### src/logic/rt_info_pkg.sv
// Constants for the message information word recorder
package rt_info_pkg;
	// Register map, byte addresses
	localparam int REG_AW = 8;
	localparam logic [7:0] OFS_CONFIG = 8'h00;
	localparam logic [7:0] OFS_LAST_INFO = 8'h04;
	localparam logic [7:0] OFS_IRQ_STAT = 8'h08;
	localparam logic [7:0] OFS_IRQ_CLR = 8'h0C;
	localparam logic [7:0] OFS_IRQ_EN = 8'h10;
	localparam int CFG_BCAST_BIT = 3;
	localparam logic [1:0] RESP_OKAY = 2'h0;
	localparam logic [1:0] RESP_SLVERR = 2'h2;
	// Interrupt status bits
	localparam int IRQ_W = 3;
	localparam int IRQ_MSG = 0;
	localparam int IRQ_TXRT = 1;
	localparam int IRQ_MESSAGE_ERROR_FLAG = 2;
	// Information word fields
	localparam int INFO_GAP = 13;
	localparam int INFO_CNT = 12;
	localparam int INFO_MESSAGE_ERROR_FLAG = 10;
	localparam int INFO_TXRT = 7;
	localparam int INFO_TERMINAL_TO_TERMINAL_OK = 6;
	localparam int INFO_BUS = 5;
	localparam int WC_MSB = 4;
	// Command and status word fields
	localparam int ADDR_MSB = 15;
	localparam int ADDR_LSB = 11;
	localparam int TR_BIT = 10;
	localparam int SA_MSB = 9;
	localparam int SA_LSB = 5;
	localparam logic [4:0] BCAST_ADDR = 5'h1F;
	localparam logic [4:0] MC_SA_LO = 5'h00;
	localparam logic [4:0] MC_SA_HI = 5'h1F;
	// Record layout: info word, time tag, then data
	localparam int TAG_OFS = 1;
	localparam int DATA_OFS = 2;
	typedef enum {S_IDLE, S_ACTIVE, S_INFO, S_TAG} msg_state_e;
endpackage

### src/logic/msg_if.sv
// Signals shared between the recorder and its helpers
`timescale 1ns/1ns
interface msg_if;
	logic [15:0] cw1;
	logic [15:0] cw2;
	logic [15:0] stat;
	logic        stat_seen;
	logic        stat_ok;
	logic        terminal_to_terminal_ok;
	logic        bus_b;
	logic        bmode;
	logic        bcast;
	logic        gap;
	logic        cnt_err;
	logic        rx_err;
	logic        cmd_err;
	logic        stat_err;
	logic [15:0] rx_word;
	logic [15:0] tx_word;
	modport ctrl (output cw1, cw2, stat, stat_seen, stat_ok, terminal_to_terminal_ok, bus_b, bmode, bcast, gap, cnt_err,
		rx_err, input rx_word, tx_word);
	modport chk (input cw1, cw2, stat, stat_seen, stat_ok, output cmd_err, stat_err);
	modport pack (input cw1, cmd_err, stat_err, terminal_to_terminal_ok, bus_b, bmode, bcast, gap, cnt_err, rx_err,
		output rx_word, tx_word);
endinterface

### src/logic/rt_msg_info.sv
// Message information word recorder with AXI4-Lite registers
`timescale 1ns/1ns
// Behaviour
// - Flag transmitter error when second command word is broadcast, receive, mode or same address
// - Also flag it for an invalid or misaddressed sender status word
// - Receive bit 6 set only for an error-free RT-RT transfer
// - Bit 5 records the bus: 0 for A, 1 for B
// - Bits 4-0 copy the command word count; zero means 32
// - Two words at record start hold info word and time tag
// - Data pointer marks record start; data fetched after the two words
// - With broadcast mode off, transmit bit 13 flags activity where a gap was due
// - With broadcast mode on, transmit bit 13 flags a broadcast command
// - Transmit bit 12 flags unexpected data words
// - Transmit bit 10 flags any gap or count error
module rt_msg_info #(
	parameter int RAM_AW = 16
) (
	// Clock, reset, enable
	input  wire logic                           aclk,
	input  wire logic                           aresetn,
	input  wire logic                           ce,
	// AXI4-Lite slave
	input  wire logic [rt_info_pkg::REG_AW-1:0] awaddr,
	input  wire logic                           awvalid,
	output logic                                awready,
	input  wire logic [31:0]                    wdata,
	input  wire logic [3:0]                     wstrb,
	input  wire logic                           wvalid,
	output logic                                wready,
	output logic [1:0]                          bresp,
	output logic                                bvalid,
	input  wire logic                           bready,
	input  wire logic [rt_info_pkg::REG_AW-1:0] araddr,
	input  wire logic                           arvalid,
	output logic                                arready,
	output logic [31:0]                         rdata,
	output logic [1:0]                          rresp,
	output logic                                rvalid,
	input  wire logic                           rready,
	// Protocol engine events
	input  wire logic                           msg_start,
	input  wire logic [15:0]                    first_command_word,
	input  wire logic [15:0]                    second_command_word,
	input  wire logic                           msg_terminal_to_terminal_ok,
	input  wire logic                           bus_select_flag,
	input  wire logic                           msg_bcast,
	input  wire logic [RAM_AW-1:0]              msg_ptr,
	input  wire logic                           stat_valid,
	input  wire logic [15:0]                    stat_word,
	input  wire logic                           stat_ok,
	input  wire logic                           gap_seen,
	input  wire logic                           extra_data,
	input  wire logic                           rx_error,
	input  wire logic                           data_next,
	input  wire logic                           msg_done,
	input  wire logic [15:0]                    time_tag,
	// Shared RAM and interrupt
	output logic                                ram_we,
	output logic [RAM_AW-1:0]                   ram_addr,
	output logic [15:0]                         ram_wdata,
	output logic [RAM_AW-1:0]                   fetch_addr,
	output logic                                irq
);
	localparam logic [RAM_AW-1:0] TOFS = RAM_AW'(rt_info_pkg::TAG_OFS);
	localparam logic [RAM_AW-1:0] DOFS = RAM_AW'(rt_info_pkg::DATA_OFS);
	localparam int IW = rt_info_pkg::IRQ_W;

	// Shared RAM address must hold a record
	if (RAM_AW < 4 || RAM_AW > 16)
	begin : g_bad_aw
		$error("RAM_AW must lie between 4 and 16");
	end

	msg_if m ();
	rt_word_check u_check (.m(m.chk));
	rt_word_pack u_pack (.m(m.pack));

	rt_info_pkg::msg_state_e state_q, state_d;
	logic [15:0]        cw1_q, cw1_d, cw2_q, cw2_d, stat_q, stat_d, tag_q, tag_d;
	logic [RAM_AW-1:0]  ptr_q, ptr_d, fetch_q, fetch_d, raddr_q, raddr_d;
	logic               terminal_to_terminal_ok_q, terminal_to_terminal_ok_d, tx_q, tx_d, bus_q, bus_d, bc_q, bc_d, bm_q, bm_d;
	logic               seen_q, seen_d, sok_q, sok_d, gap_q, gap_d, cnt_q, cnt_d, rxe_q, rxe_d;
	logic               we_q, we_d;
	logic [15:0]        wd_q, wd_d, last_q, last_d;
	logic [IW-1:0]      ev;

	// Message fields toward the helpers
	assign m.cw1 = cw1_q;
	assign m.cw2 = cw2_q;
	assign m.stat = stat_q;
	assign m.stat_seen = seen_q;
	assign m.stat_ok = sok_q;
	assign m.terminal_to_terminal_ok = terminal_to_terminal_ok_q; // Both words carry bit 6; the receive word alone is used when tx_q is low
	assign m.bus_b = bus_q;
	assign m.bmode = bm_q;
	assign m.bcast = bc_q;
	assign m.gap = gap_q;
	assign m.cnt_err = cnt_q;
	assign m.rx_err = rxe_q;

	// Register file state
	logic              awready_q, awready_d, wready_q, wready_d, arready_q, arready_d;
	logic              bvalid_q, bvalid_d, rvalid_q, rvalid_d, awgot_q, awgot_d, wgot_q, wgot_d;
	logic [1:0]        bresp_q, bresp_d, rresp_q, rresp_d;
	logic [31:0]       rdata_q, rdata_d, wdat_q, wdat_d;
	logic [3:0]        wstb_q, wstb_d;
	logic [rt_info_pkg::REG_AW-1:0] waddr_q, waddr_d;
	logic              cfg_q, cfg_d, irq_q, irq_d;
	logic [IW-1:0]     ist_q, ist_d, ien_q, ien_d, clr;

	// Message sequencer: collect events, then write info word and time tag
	always_comb
	begin
		state_d = state_q;
		cw1_d = cw1_q;
		cw2_d = cw2_q;
		stat_d = stat_q;
		tag_d = tag_q;
		ptr_d = ptr_q;
		fetch_d = fetch_q;
		raddr_d = raddr_q;
		terminal_to_terminal_ok_d = terminal_to_terminal_ok_q;
		tx_d = tx_q;
		bus_d = bus_q;
		bc_d = bc_q;
		bm_d = bm_q;
		seen_d = seen_q;
		sok_d = sok_q;
		gap_d = gap_q;
		cnt_d = cnt_q;
		rxe_d = rxe_q;
		we_d = 1'h0;
		wd_d = wd_q;
		last_d = last_q;
		ev = '0;
		unique case (state_q)
			rt_info_pkg::S_IDLE:
			begin
				if (msg_start)
				begin
					cw1_d = first_command_word;
					cw2_d = second_command_word;
					ptr_d = msg_ptr;
					fetch_d = msg_ptr + DOFS;
					terminal_to_terminal_ok_d = msg_terminal_to_terminal_ok;
					tx_d = first_command_word[rt_info_pkg::TR_BIT];
					bus_d = bus_select_flag;
					bc_d = msg_bcast;
					bm_d = cfg_q; // Latched so a mid-message write cannot skew bit 13
					seen_d = 1'h0;
					sok_d = 1'h0;
					gap_d = 1'h0;
					cnt_d = 1'h0;
					rxe_d = 1'h0;
					state_d = rt_info_pkg::S_ACTIVE;
				end
			end
			rt_info_pkg::S_ACTIVE:
			begin
				gap_d = gap_q | gap_seen;
				cnt_d = cnt_q | extra_data;
				rxe_d = rxe_q | rx_error;
				if (stat_valid)
				begin
					stat_d = stat_word;
					sok_d = stat_ok;
					seen_d = 1'h1;
				end
				if (data_next)
					fetch_d = fetch_q + TOFS;
				if (msg_done)
				begin
					tag_d = time_tag;
					state_d = rt_info_pkg::S_INFO;
				end
			end
			rt_info_pkg::S_INFO:
			begin
				we_d = 1'h1;
				raddr_d = ptr_q;
				wd_d = tx_q ? m.tx_word : m.rx_word;
				last_d = wd_d;
				ev[rt_info_pkg::IRQ_MSG] = 1'h1;
				ev[rt_info_pkg::IRQ_TXRT] = !tx_q & m.rx_word[rt_info_pkg::INFO_TXRT];
				ev[rt_info_pkg::IRQ_MESSAGE_ERROR_FLAG] = tx_q & m.tx_word[rt_info_pkg::INFO_MESSAGE_ERROR_FLAG];
				state_d = rt_info_pkg::S_TAG;
			end
			rt_info_pkg::S_TAG:
			begin
				we_d = 1'h1;
				raddr_d = ptr_q + TOFS;
				wd_d = tag_q;
				state_d = rt_info_pkg::S_IDLE;
			end
		endcase
	end

	// Sequencer registers, frozen while ce is low
	always_ff @(posedge aclk)
	begin
		if (!aresetn)
		begin
			state_q <= rt_info_pkg::S_IDLE;
			{cw1_q, cw2_q, stat_q, tag_q, wd_q, last_q} <= '0;
			{ptr_q, fetch_q, raddr_q} <= '0;
			{terminal_to_terminal_ok_q, tx_q, bus_q, bc_q, bm_q, seen_q, sok_q, gap_q, cnt_q, rxe_q, we_q} <= '0;
		end
		else if (ce)
		begin
			state_q <= state_d;
			{cw1_q, cw2_q, stat_q, tag_q, wd_q, last_q} <= {cw1_d, cw2_d, stat_d, tag_d, wd_d, last_d};
			{ptr_q, fetch_q, raddr_q} <= {ptr_d, fetch_d, raddr_d};
			{terminal_to_terminal_ok_q, tx_q, bus_q, bc_q, bm_q} <= {terminal_to_terminal_ok_d, tx_d, bus_d, bc_d, bm_d};
			{seen_q, sok_q, gap_q, cnt_q, rxe_q, we_q} <= {seen_d, sok_d, gap_d, cnt_d, rxe_d, we_d};
		end
	end

	// Bus slave: one write and one read at a time; writes apply once both halves are in
	always_comb
	begin
		awgot_d = awgot_q;
		wgot_d = wgot_q;
		waddr_d = waddr_q;
		wdat_d = wdat_q;
		wstb_d = wstb_q;
		bvalid_d = bvalid_q;
		bresp_d = bresp_q;
		rvalid_d = rvalid_q;
		rresp_d = rresp_q;
		rdata_d = rdata_q;
		cfg_d = cfg_q;
		ien_d = ien_q;
		clr = '0;
		if (awvalid && awready_q)
		begin
			awgot_d = 1'h1;
			waddr_d = awaddr;
		end
		if (wvalid && wready_q)
		begin
			wgot_d = 1'h1;
			wdat_d = wdata;
			wstb_d = wstrb;
		end
		if (bvalid_q && bready)
			bvalid_d = 1'h0;
		if (awgot_q && wgot_q && !bvalid_q)
		begin
			awgot_d = 1'h0;
			wgot_d = 1'h0;
			bvalid_d = 1'h1;
			bresp_d = rt_info_pkg::RESP_OKAY;
			case (waddr_q)
				rt_info_pkg::OFS_CONFIG:
					if (wstb_q[0])
						cfg_d = wdat_q[rt_info_pkg::CFG_BCAST_BIT];
				rt_info_pkg::OFS_IRQ_CLR:
					if (wstb_q[0])
						clr = wdat_q[IW-1:0];
				rt_info_pkg::OFS_IRQ_EN:
					if (wstb_q[0])
						ien_d = wdat_q[IW-1:0];
				rt_info_pkg::OFS_LAST_INFO, rt_info_pkg::OFS_IRQ_STAT: ; // Read-only, write ignored
				default:
					bresp_d = rt_info_pkg::RESP_SLVERR;
			endcase
		end
		// Clear first, then set, so a same-cycle event survives
		ist_d = (ist_q & ~clr) | ev;
		if (rvalid_q && rready)
			rvalid_d = 1'h0;
		if (arvalid && arready_q)
		begin
			rvalid_d = 1'h1;
			rresp_d = rt_info_pkg::RESP_OKAY;
			rdata_d = 32'h0000_0000;
			case (araddr)
				rt_info_pkg::OFS_CONFIG: rdata_d[rt_info_pkg::CFG_BCAST_BIT] = cfg_q;
				rt_info_pkg::OFS_LAST_INFO: rdata_d[15:0] = last_q;
				rt_info_pkg::OFS_IRQ_STAT: rdata_d[IW-1:0] = ist_q;
				rt_info_pkg::OFS_IRQ_EN: rdata_d[IW-1:0] = ien_q;
				rt_info_pkg::OFS_IRQ_CLR: ; // Write-only, reads zero
				default: rresp_d = rt_info_pkg::RESP_SLVERR;
			endcase
		end
		awready_d = !awgot_d && !bvalid_d;
		wready_d = !wgot_d && !bvalid_d;
		arready_d = !rvalid_d;
		irq_d = |(ist_d & ien_d);
	end

	// Bus slave registers
	always_ff @(posedge aclk)
	begin
		if (!aresetn)
		begin
			{awready_q, wready_q, arready_q} <= '0;
			{awgot_q, wgot_q, bvalid_q, rvalid_q, cfg_q, irq_q} <= '0;
			{bresp_q, rresp_q, rdata_q, wdat_q, wstb_q, waddr_q} <= '0;
			{ist_q, ien_q} <= '0;
		end
		else if (ce)
		begin
			{awready_q, wready_q, arready_q} <= {awready_d, wready_d, arready_d};
			{awgot_q, wgot_q, bvalid_q, rvalid_q} <= {awgot_d, wgot_d, bvalid_d, rvalid_d};
			{cfg_q, irq_q, ist_q, ien_q} <= {cfg_d, irq_d, ist_d, ien_d};
			{bresp_q, rresp_q, rdata_q} <= {bresp_d, rresp_d, rdata_d};
			{wdat_q, wstb_q, waddr_q} <= {wdat_d, wstb_d, waddr_d};
		end
	end

	// Outputs straight from flops
	assign {awready, wready, arready} = {awready_q, wready_q, arready_q};
	assign {bresp, bvalid, rdata, rresp, rvalid} = {bresp_q, bvalid_q, rdata_q, rresp_q, rvalid_q};
	assign {ram_we, ram_addr, ram_wdata} = {we_q, raddr_q, wd_q};
	assign fetch_addr = fetch_q;
	assign irq = irq_q;
endmodule // rt_msg_info

### src/logic/rt_word_check.sv
// Checks of the second command word and the sender's status word
`timescale 1ns/1ns
module rt_word_check (
	msg_if.chk m
);
	logic [4:0] a1;
	logic [4:0] a2;
	logic [4:0] sa;

	// Field extraction
	assign a1 = m.cw1[rt_info_pkg::ADDR_MSB:rt_info_pkg::ADDR_LSB];
	assign a2 = m.cw2[rt_info_pkg::ADDR_MSB:rt_info_pkg::ADDR_LSB];
	assign sa = m.cw2[rt_info_pkg::SA_MSB:rt_info_pkg::SA_LSB];

	// Any one of four faults in the second word
	assign m.cmd_err = (a2 == rt_info_pkg::BCAST_ADDR)
		| !m.cw2[rt_info_pkg::TR_BIT]
		| (sa == rt_info_pkg::MC_SA_LO) | (sa == rt_info_pkg::MC_SA_HI)
		| ((a2 == a1) & (a1 != rt_info_pkg::BCAST_ADDR));

	// Bad or misaddressed status word; a missing one is a timeout, not ours
	assign m.stat_err = m.stat_seen & (!m.stat_ok
		| (m.stat[rt_info_pkg::ADDR_MSB:rt_info_pkg::ADDR_LSB] != a2));
endmodule // rt_word_check

### src/logic/rt_word_pack.sv
// Packs the receive and transmit information words
`timescale 1ns/1ns
module rt_word_pack (
	msg_if.pack m
);
	logic txerr;
	logic clean;

	// Transmitter fault only matters for a receive RT-RT command
	assign txerr = m.terminal_to_terminal_ok & (m.cmd_err | m.stat_err);
	assign clean = !m.gap & !m.cnt_err;

	// Receive word; upper error bits belong elsewhere and stay zero
	always_comb
	begin
		m.rx_word = 16'h0000;
		m.rx_word[rt_info_pkg::INFO_TXRT] = txerr;
		m.rx_word[rt_info_pkg::INFO_TERMINAL_TO_TERMINAL_OK] = m.terminal_to_terminal_ok & !txerr & !m.rx_err & clean;
		m.rx_word[rt_info_pkg::INFO_BUS] = m.bus_b;
		m.rx_word[rt_info_pkg::WC_MSB:0] = m.cw1[rt_info_pkg::WC_MSB:0];
	end

	// Transmit word; bits 15, 14, 11 and 7 stay zero
	always_comb
	begin
		m.tx_word = 16'h0000;
		m.tx_word[rt_info_pkg::INFO_GAP] = m.bmode ? m.bcast : m.gap;
		m.tx_word[rt_info_pkg::INFO_CNT] = m.cnt_err;
		m.tx_word[rt_info_pkg::INFO_MESSAGE_ERROR_FLAG] = m.gap | m.cnt_err;
		m.tx_word[rt_info_pkg::INFO_TERMINAL_TO_TERMINAL_OK] = m.terminal_to_terminal_ok & clean;
		m.tx_word[rt_info_pkg::INFO_BUS] = m.bus_b;
		m.tx_word[rt_info_pkg::WC_MSB:0] = m.cw1[rt_info_pkg::WC_MSB:0];
	end
endmodule // rt_word_pack

### config.mk
export PLATFORM = sky130hd
export DESIGN_NAME = rt_msg_info
export DESIGN_NICKNAME = d
export VERILOG_FILES = /design/src/logic/rt_info_pkg.sv /design/src/logic/msg_if.sv /design/src/logic/rt_msg_info.sv /design/src/logic/rt_word_check.sv /design/src/logic/rt_word_pack.sv
export SDC_FILE = /design/constraint.sdc
export NUM_CORES = 1
export LEC_CHECK = 0
export BUFFER_PORTS_ARGS = -buffer_cell sky130_fd_sc_hd__buf_2
export CAP_MARGIN = 20
export CORE_ASPECT_RATIO = 0.9
export CORE_MARGIN = 2
export CORE_UTILIZATION = 34
export CTS_CLUSTER_DIAMETER = 50
export CTS_CLUSTER_SIZE = 8
export DETAILED_ROUTE_END_ITERATION = 10
export HOLD_SLACK_MARGIN = 0.05
export PLACE_DENSITY = 0.61
export REMOVE_ABC_BUFFERS = 1
export SYNTH_ARGS = -nofsm -noshare
export SYNTH_HDL_FRONTEND = slang
export SYNTH_SLANG_ARGS = --single-unit
### constraint.sdc
create_clock -name aclk -period 2.3 [get_ports aclk]
set_input_delay 0.46 -clock aclk [delete_from_list [all_inputs] [get_ports aclk]]
set_output_delay 0.46 -clock aclk [all_outputs]
set_load 0.02 [all_outputs]
; ---- Yosys cells after proc, flatten, opt, wreduce, memory -nomap -nowiden
; Index checks and enable logic that the tools add are counted.
[word_totals]
register_bits = 235
inputBits = 151
out_inout_bits = 91
wordCells = 169
[op_classes]
add_sub_neg = 3
eq_ne = 20
muxes = 39
n_bitwise = 24
n_reduce_logical = 45
[op_table]
columns = op, n
row1 = $pmux W32 S4, 1
row2 = $pmux W16 S2, 3
row3 = $eq A32 B2 Y1 const B, 2
row4 = $mux W32, 2
row5 = $add A16 B1 Y16 const B, 2
row6 = $eq A32 B1 Y1 const B, 1
row7 = $eq A8 B4 Y1 const B, 4
row8 = $logic_not A32 Y1, 1
row9 = $mux W16, 2
row10 = $mux W3, 7
row11 = $add A16 B2 Y16 const B, 1
row12 = $eq A8 B3 Y1 const B, 2
row13 = $eq A8 B5 Y1 const B, 2
row14 = $logic_not A8 Y1, 2
row15 = $reduce_and A3 Y1, 5
row16 = $mux W14, 1
row17 = $mux W1, 13
row18 = $logic_not A1 Y1, 12
row19 = $mux W12, 1
row20 = $pmux W1 S2, 6
row21 = $reduce_and A2 Y1, 6
row22 = $reduce_and A4 Y1, 3
row23 = $and A1 B1 Y1, 10
row24 = $eq A5 B5 Y1 const B, 2
row25 = other kinds (16), 40

; ---- Longest topological paths before layout
[depth]
word_depth = 13
ltp_mapped = 9
depth_no_buf = 8

; ---- Modules after synthesis
; A second synthesis with hierarchy kept.
[hier_totals]
cells_unflattened = 1166
hier_area_um2 = 9230.1
[modules_own_cells]
columns = module, n_inst, cells_per_inst, area_each_um2, seq_area_each_um2
row1 = rt_msg_info, 1, 1108, 8790.9, 4043.9
row2 = rt_word_pack, 1, 34, 275.3, 0.0
row3 = rt_word_check, 1, 24, 163.9, 0.0

; ---- Worst setup path before layout
; OpenSTA, ideal clock, no wires.
[synth_path]
path_type = register to register
from = register state_q[1]
to = register fetch_q[3] (netlist: fetch_addr[3])
setup_ns = 0.128
arrival_ns = 1.729
required_ns = 2.172
slack_ns = 0.443
stages_incl_launch_ff = 10
path_buffers = 3
synth_period_minus_slack_ns = 1.857
cell_sequence = dfxtp_1 -> inv_1 -> ha_1 -> clkbuf_1 -> mux2_2 -> and3_1 -> buf_2 -> clkbuf_1 -> a22oi_1 -> nor2_1
[synth_between]
elab_chain_cells = 3
word_cells_on_any_way = 7
classes_between = eq/ne: 3 / mux: 1 / reduce/logical: 3
[synth_lines]
columns = element, line
row1 = start: declaration, rt_msg_info.sv:78  ; rt_info_pkg::msg_state_e state_q, state_d;
row2 = start signal: assignment, rt_msg_info.sv:203  ; state_q <= rt_info_pkg::S_IDLE;
row3 = start signal: assignment, rt_msg_info.sv:210  ; state_q <= state_d;
row4 = $eq A32 B1 Y1 / $logic_not A32 Y1 (equally long branches), rt_msg_info.sv:136  ; unique case (state_q)
row5 = $ne A2 B2 Y1 (no source line) / $reduce_bool A2 Y1 (equally long branches), n/a
row6 = $reduce_and A4 Y1 (no source line), n/a
row7 = end signal: assignment, rt_msg_info.sv:212  ; {ptr_q, fetch_q, raddr_q} <= {ptr_d, fetch_d, raddr_d};
row8 = end: declaration, rt_msg_info.sv:80  ; logic [RAM_AW-1:0] ptr_q, ptr_d, fetch_q, fetch_d, raddr_q, raddr_d;
; Parallel ways exist; a longest one is shown, timed or not.
; A chain may end at the register's enable or synchronous reset.

; ---- Final worst setup path
[layout_path]
from = register fetch_q[2] (netlist: fetch_addr[2])
to = register fetch_q[15] (netlist: fetch_addr[15])
[layout_between]
elab_chain_cells = 3
[layout_lines]
columns = element, line
row1 = $add A16 B1 Y16, rt_msg_info.sv:170  ; fetch_d = fetch_q + TOFS;
row2 = $mux W16, rt_msg_info.sv:169  ; if (data_next)
row3 = $pmux W16 S2, rt_msg_info.sv:136
; No other way between the ends. The select of a mux whose other input is x is not followed.

==> impl_metrics.yaml <==
sta:
  rsz0062_at_grt: "false"
  skew_ps: 14.7
  worst_slew_pin_slew_ps: 757
  worst_slack_ps: 306
  max-slew-margin-rel_pct: 49.2
  hold_viol_final: 0
  hold_ws_ps: 271
  timing.final.crit_period_ps: 1990
  setup_viol: 0
  fmax_ghz: 0.501
  period_share_pct: 86.7
  maxSlewViolCount: 0
yosys:
  async_reset_ff_share_pct: 0
  synth_top_flop_cell: "dfxtp_1"
  synthDistinctLibCells: 63
  synth.avg_cell_area_um2: 8.11
  yosysMostFrequentCell: "nand2_1"
  synth_area_leaders: "dfxtp_1, nand2_1, a21oi_1"
  postSynthCellCount: 950
  yosys.area.top_type_share_pct: 44.4
  yosys.area.top_type: "dfxtp_1"
  seq_area_frac_synth_pct: 44.4
  yosys_warnings: 0
  synthTopCellsByCount: "nand2_1, dfxtp_1, a21oi_1, nor2_1, clkbuf_1"
  ys_ff_latch: 171
  synthesis.area_um2: 7700
  synth_edf_count: 0
floorplan:
  fp.dieW_um: 163
  rows: 52
  ios: 242
  initial_core_util_pct: 34.4
  die_height_um: 147
  die_area_um2: 23900
  core_area_um2: 22400
critical_path:
  slowest_delay_ps: 470
  cpMaxStageDelayCell: "nor4b_2"
  startpoint_type: "register"
  crit_chain: "nand4_1 -> nor4b_2 -> nand4_1 -> mux2_2 -> a22oi_1 -> a21oi_1"
  startpoint: "fetch_addr[2]$_SDFFE_PN0P_"
  crit_required_ps: 2590
  crit_type: "reg -> reg"
  reg2reg_depth: 6
  cp_common_cell: "nand4_1"
  worst_r2r_endpoint: "fetch_addr[15]$_SDFFE_PN0P_"
  cp.arrival_ps: 2290
  worstSetupEndpointType: "register"
  path_depth: 6
  path_buf_inv: 0
  r2r_slack_ps: 310
  path_max_fanout: 7
  critical_path.top_delay_family: "simple AND/OR/NAND/NOR gates"
  timing.rr.start: "fetch_addr[2]$_SDFFE_PN0P_"
  endpoint: "fetch_addr[15]$_SDFFE_PN0P_"
global_routing:
  grt_pass1_wl_mm: 34.2
  first_global_vias: 6586
  track_usage_pct: 17.9
  overflow: 0
  grt_start_max_net_pins: 78
  antenna_found_initial: 2
detailed_routing:
  firstDrtPassIters: 5
  wl_per_cell_um: 14.9
  ant_nets: 0
  drcViolationCount: 0
  drtIter0Drc: 467
  via_count: 6913
  avgViaCountPerCell: 4.90
  wl_mm: 21.1
cts:
  cts_tree: "built"
  cts_max_level: 4
  clkTransAtPathRegs_ps: 70
  post-cts-setup-buffer-count: 0
  cts.hold.buffers_added: 0
  clk_latency_ps: 430
  cts_made_buffers: 17
  clockBufferDepth: 2
  cts_root_buf: "clkbuf_16"
  clock-sinks: 171
power:
  ir_worst_vdd_mv: 0.351
  p_leak_nw: 3.72
  power_density_nw_per_um2: 746
placed_design:
  routabilityCongestion: 0.816
  dpl.hpwl_mm: 15.1
  port_buffers: 166
  place_inst: 1378
  pre_cts_slack_ps: 147
worst_hold_path:
  min_path_type: "in -> reg"
status:
  outcome: "completed"
cells_and_area:
  drive_gt1_share_pct: 21.2
  area_growth_pct: 22.0
  stdcell_count: 1411
  nets: 1258
job:
  cap_violations: 0
==> per-layer routing <==
metal,vias up,share of wire [%],GRT usage (%)
met5,-,0.033,0
met4,2,0.84,4.16
met3,13,5.9,4.80
met2,166,45,28.4
met1,3178,48,24.4
li1,3554,-,-
==> timing repair <==
action / CTS / global route
endpoints found under the setup margin: 0 / 3
endpoints found under the hold margin: 0 / 0
gates resized for setup: 0 / 1
==> power by group <==
group / internal (mW) / leakage [nW] / switching [mW] / total [mW]
clock network: 1.74 / 0.290 / 1.29 / 3.03
logic: 0.294 / 2.04 / 0.503 / 0.798
registers: 3.07 / 1.39 / 0.104 / 3.18
total: 5.10 / 3.72 / 1.90 / 7.01
==> sequential cells by signal, summed over array words and instances (netlist names), 2 cells and up <==
signal and count:
wdat_q 4, cw1_q 11, ien_q 3, ram_wdata 16, tag_q 16, m.stat 5
ptr_q 16, cw2_q 11, fetch_addr 16, ist_q 3, last_q 11, ram_addr 16
waddr_q 8, state_q 2, rdata 11
==> cell usage in the layout (no fill, tap or decap), drive strengths merged, types with 4 or more instances in the layout <==
master and n:
nand2 186, buf 186, dfxtp 171, a21oi 108, nor2 95, o21ai 35, nand3 30, a211oi 26
a22oi 25, inv 24, conb 23, mux2i 22, xor2 22, clkbuf 18, xnor2 14, and3 14
nand4 12, nor3 8, ha 7, mux2 6, o22ai 6, and2 6, o211ai 5, nor4 5
and4 4, or3 4, nand2b 4
==> per-stage QoR <==
stage               TNS, ps  util [%]  cell area (um^2)  power [mW]
floorplan            -20810         -              7380        3.69
global placement          0      39.2              8780        4.04
detailed placement        0      39.2              8780        4.05
CTS                       0      42.0              9390        7.09
global route              0      42.0              9400        7.33
finish                    0      42.0              9400        7.01
==> logic make-up after synthesis <==
kind of cell    count (synthesis)  share of synthesized area, %
simple gates                  379                          21.9
compound gates                233                          18.4
flops                         171                          44.4
buf+inv                        95                          6.25
xor+xnor                       36                          4.09
mux                            28                          3.74
fa+ha+maj                       7                          1.14
other cells                     1                        0.0487
==> worst min-delay path by stage <==
| stage | from | to | slack [ps] | cells after the start |
|---|---|---|---|---|
| after global routing | time_tag[11] | tag_q[11]$_SDFFE_PN0P_ | 250 | 3 |
| after CTS | second_command_word[15] | cw2_q[15]$_SDFFE_PN0P_ | 250 | 3 |
| after detailed placement | tag_q[6]$_SDFFE_PN0P_ | tag_q[6]$_SDFFE_PN0P_ | 440 | 2 |
| final | time_tag[11] | tag_q[11]$_SDFFE_PN0P_ | 270 | 3 |
| after floorplan | tag_q[6]$_SDFFE_PN0P_ | tag_q[6]$_SDFFE_PN0P_ | 430 | 2 |
| after global placement | tag_q[6]$_SDFFE_PN0P_ | tag_q[6]$_SDFFE_PN0P_ | 440 | 2 |
==> tightest hold or removal path: stages <==
cell,delay (ps)
buf_2,100
nand2_1,50
a21oi_1,50
==> cell type report <==
cell class | count | area, um^2
fill | 2326 | 13000
clock buffer | 18 | 429
multi-input combinational | 706 | 3890
sequential | 171 | 3420
tap | 297 | 372
clock inverter | 14 | 181
timing repair buffer | 186 | 1020
inverter | 18 | 77.6
antenna | 1 | 2.50
No activity file was read; power rests on OpenSTA's default activity.
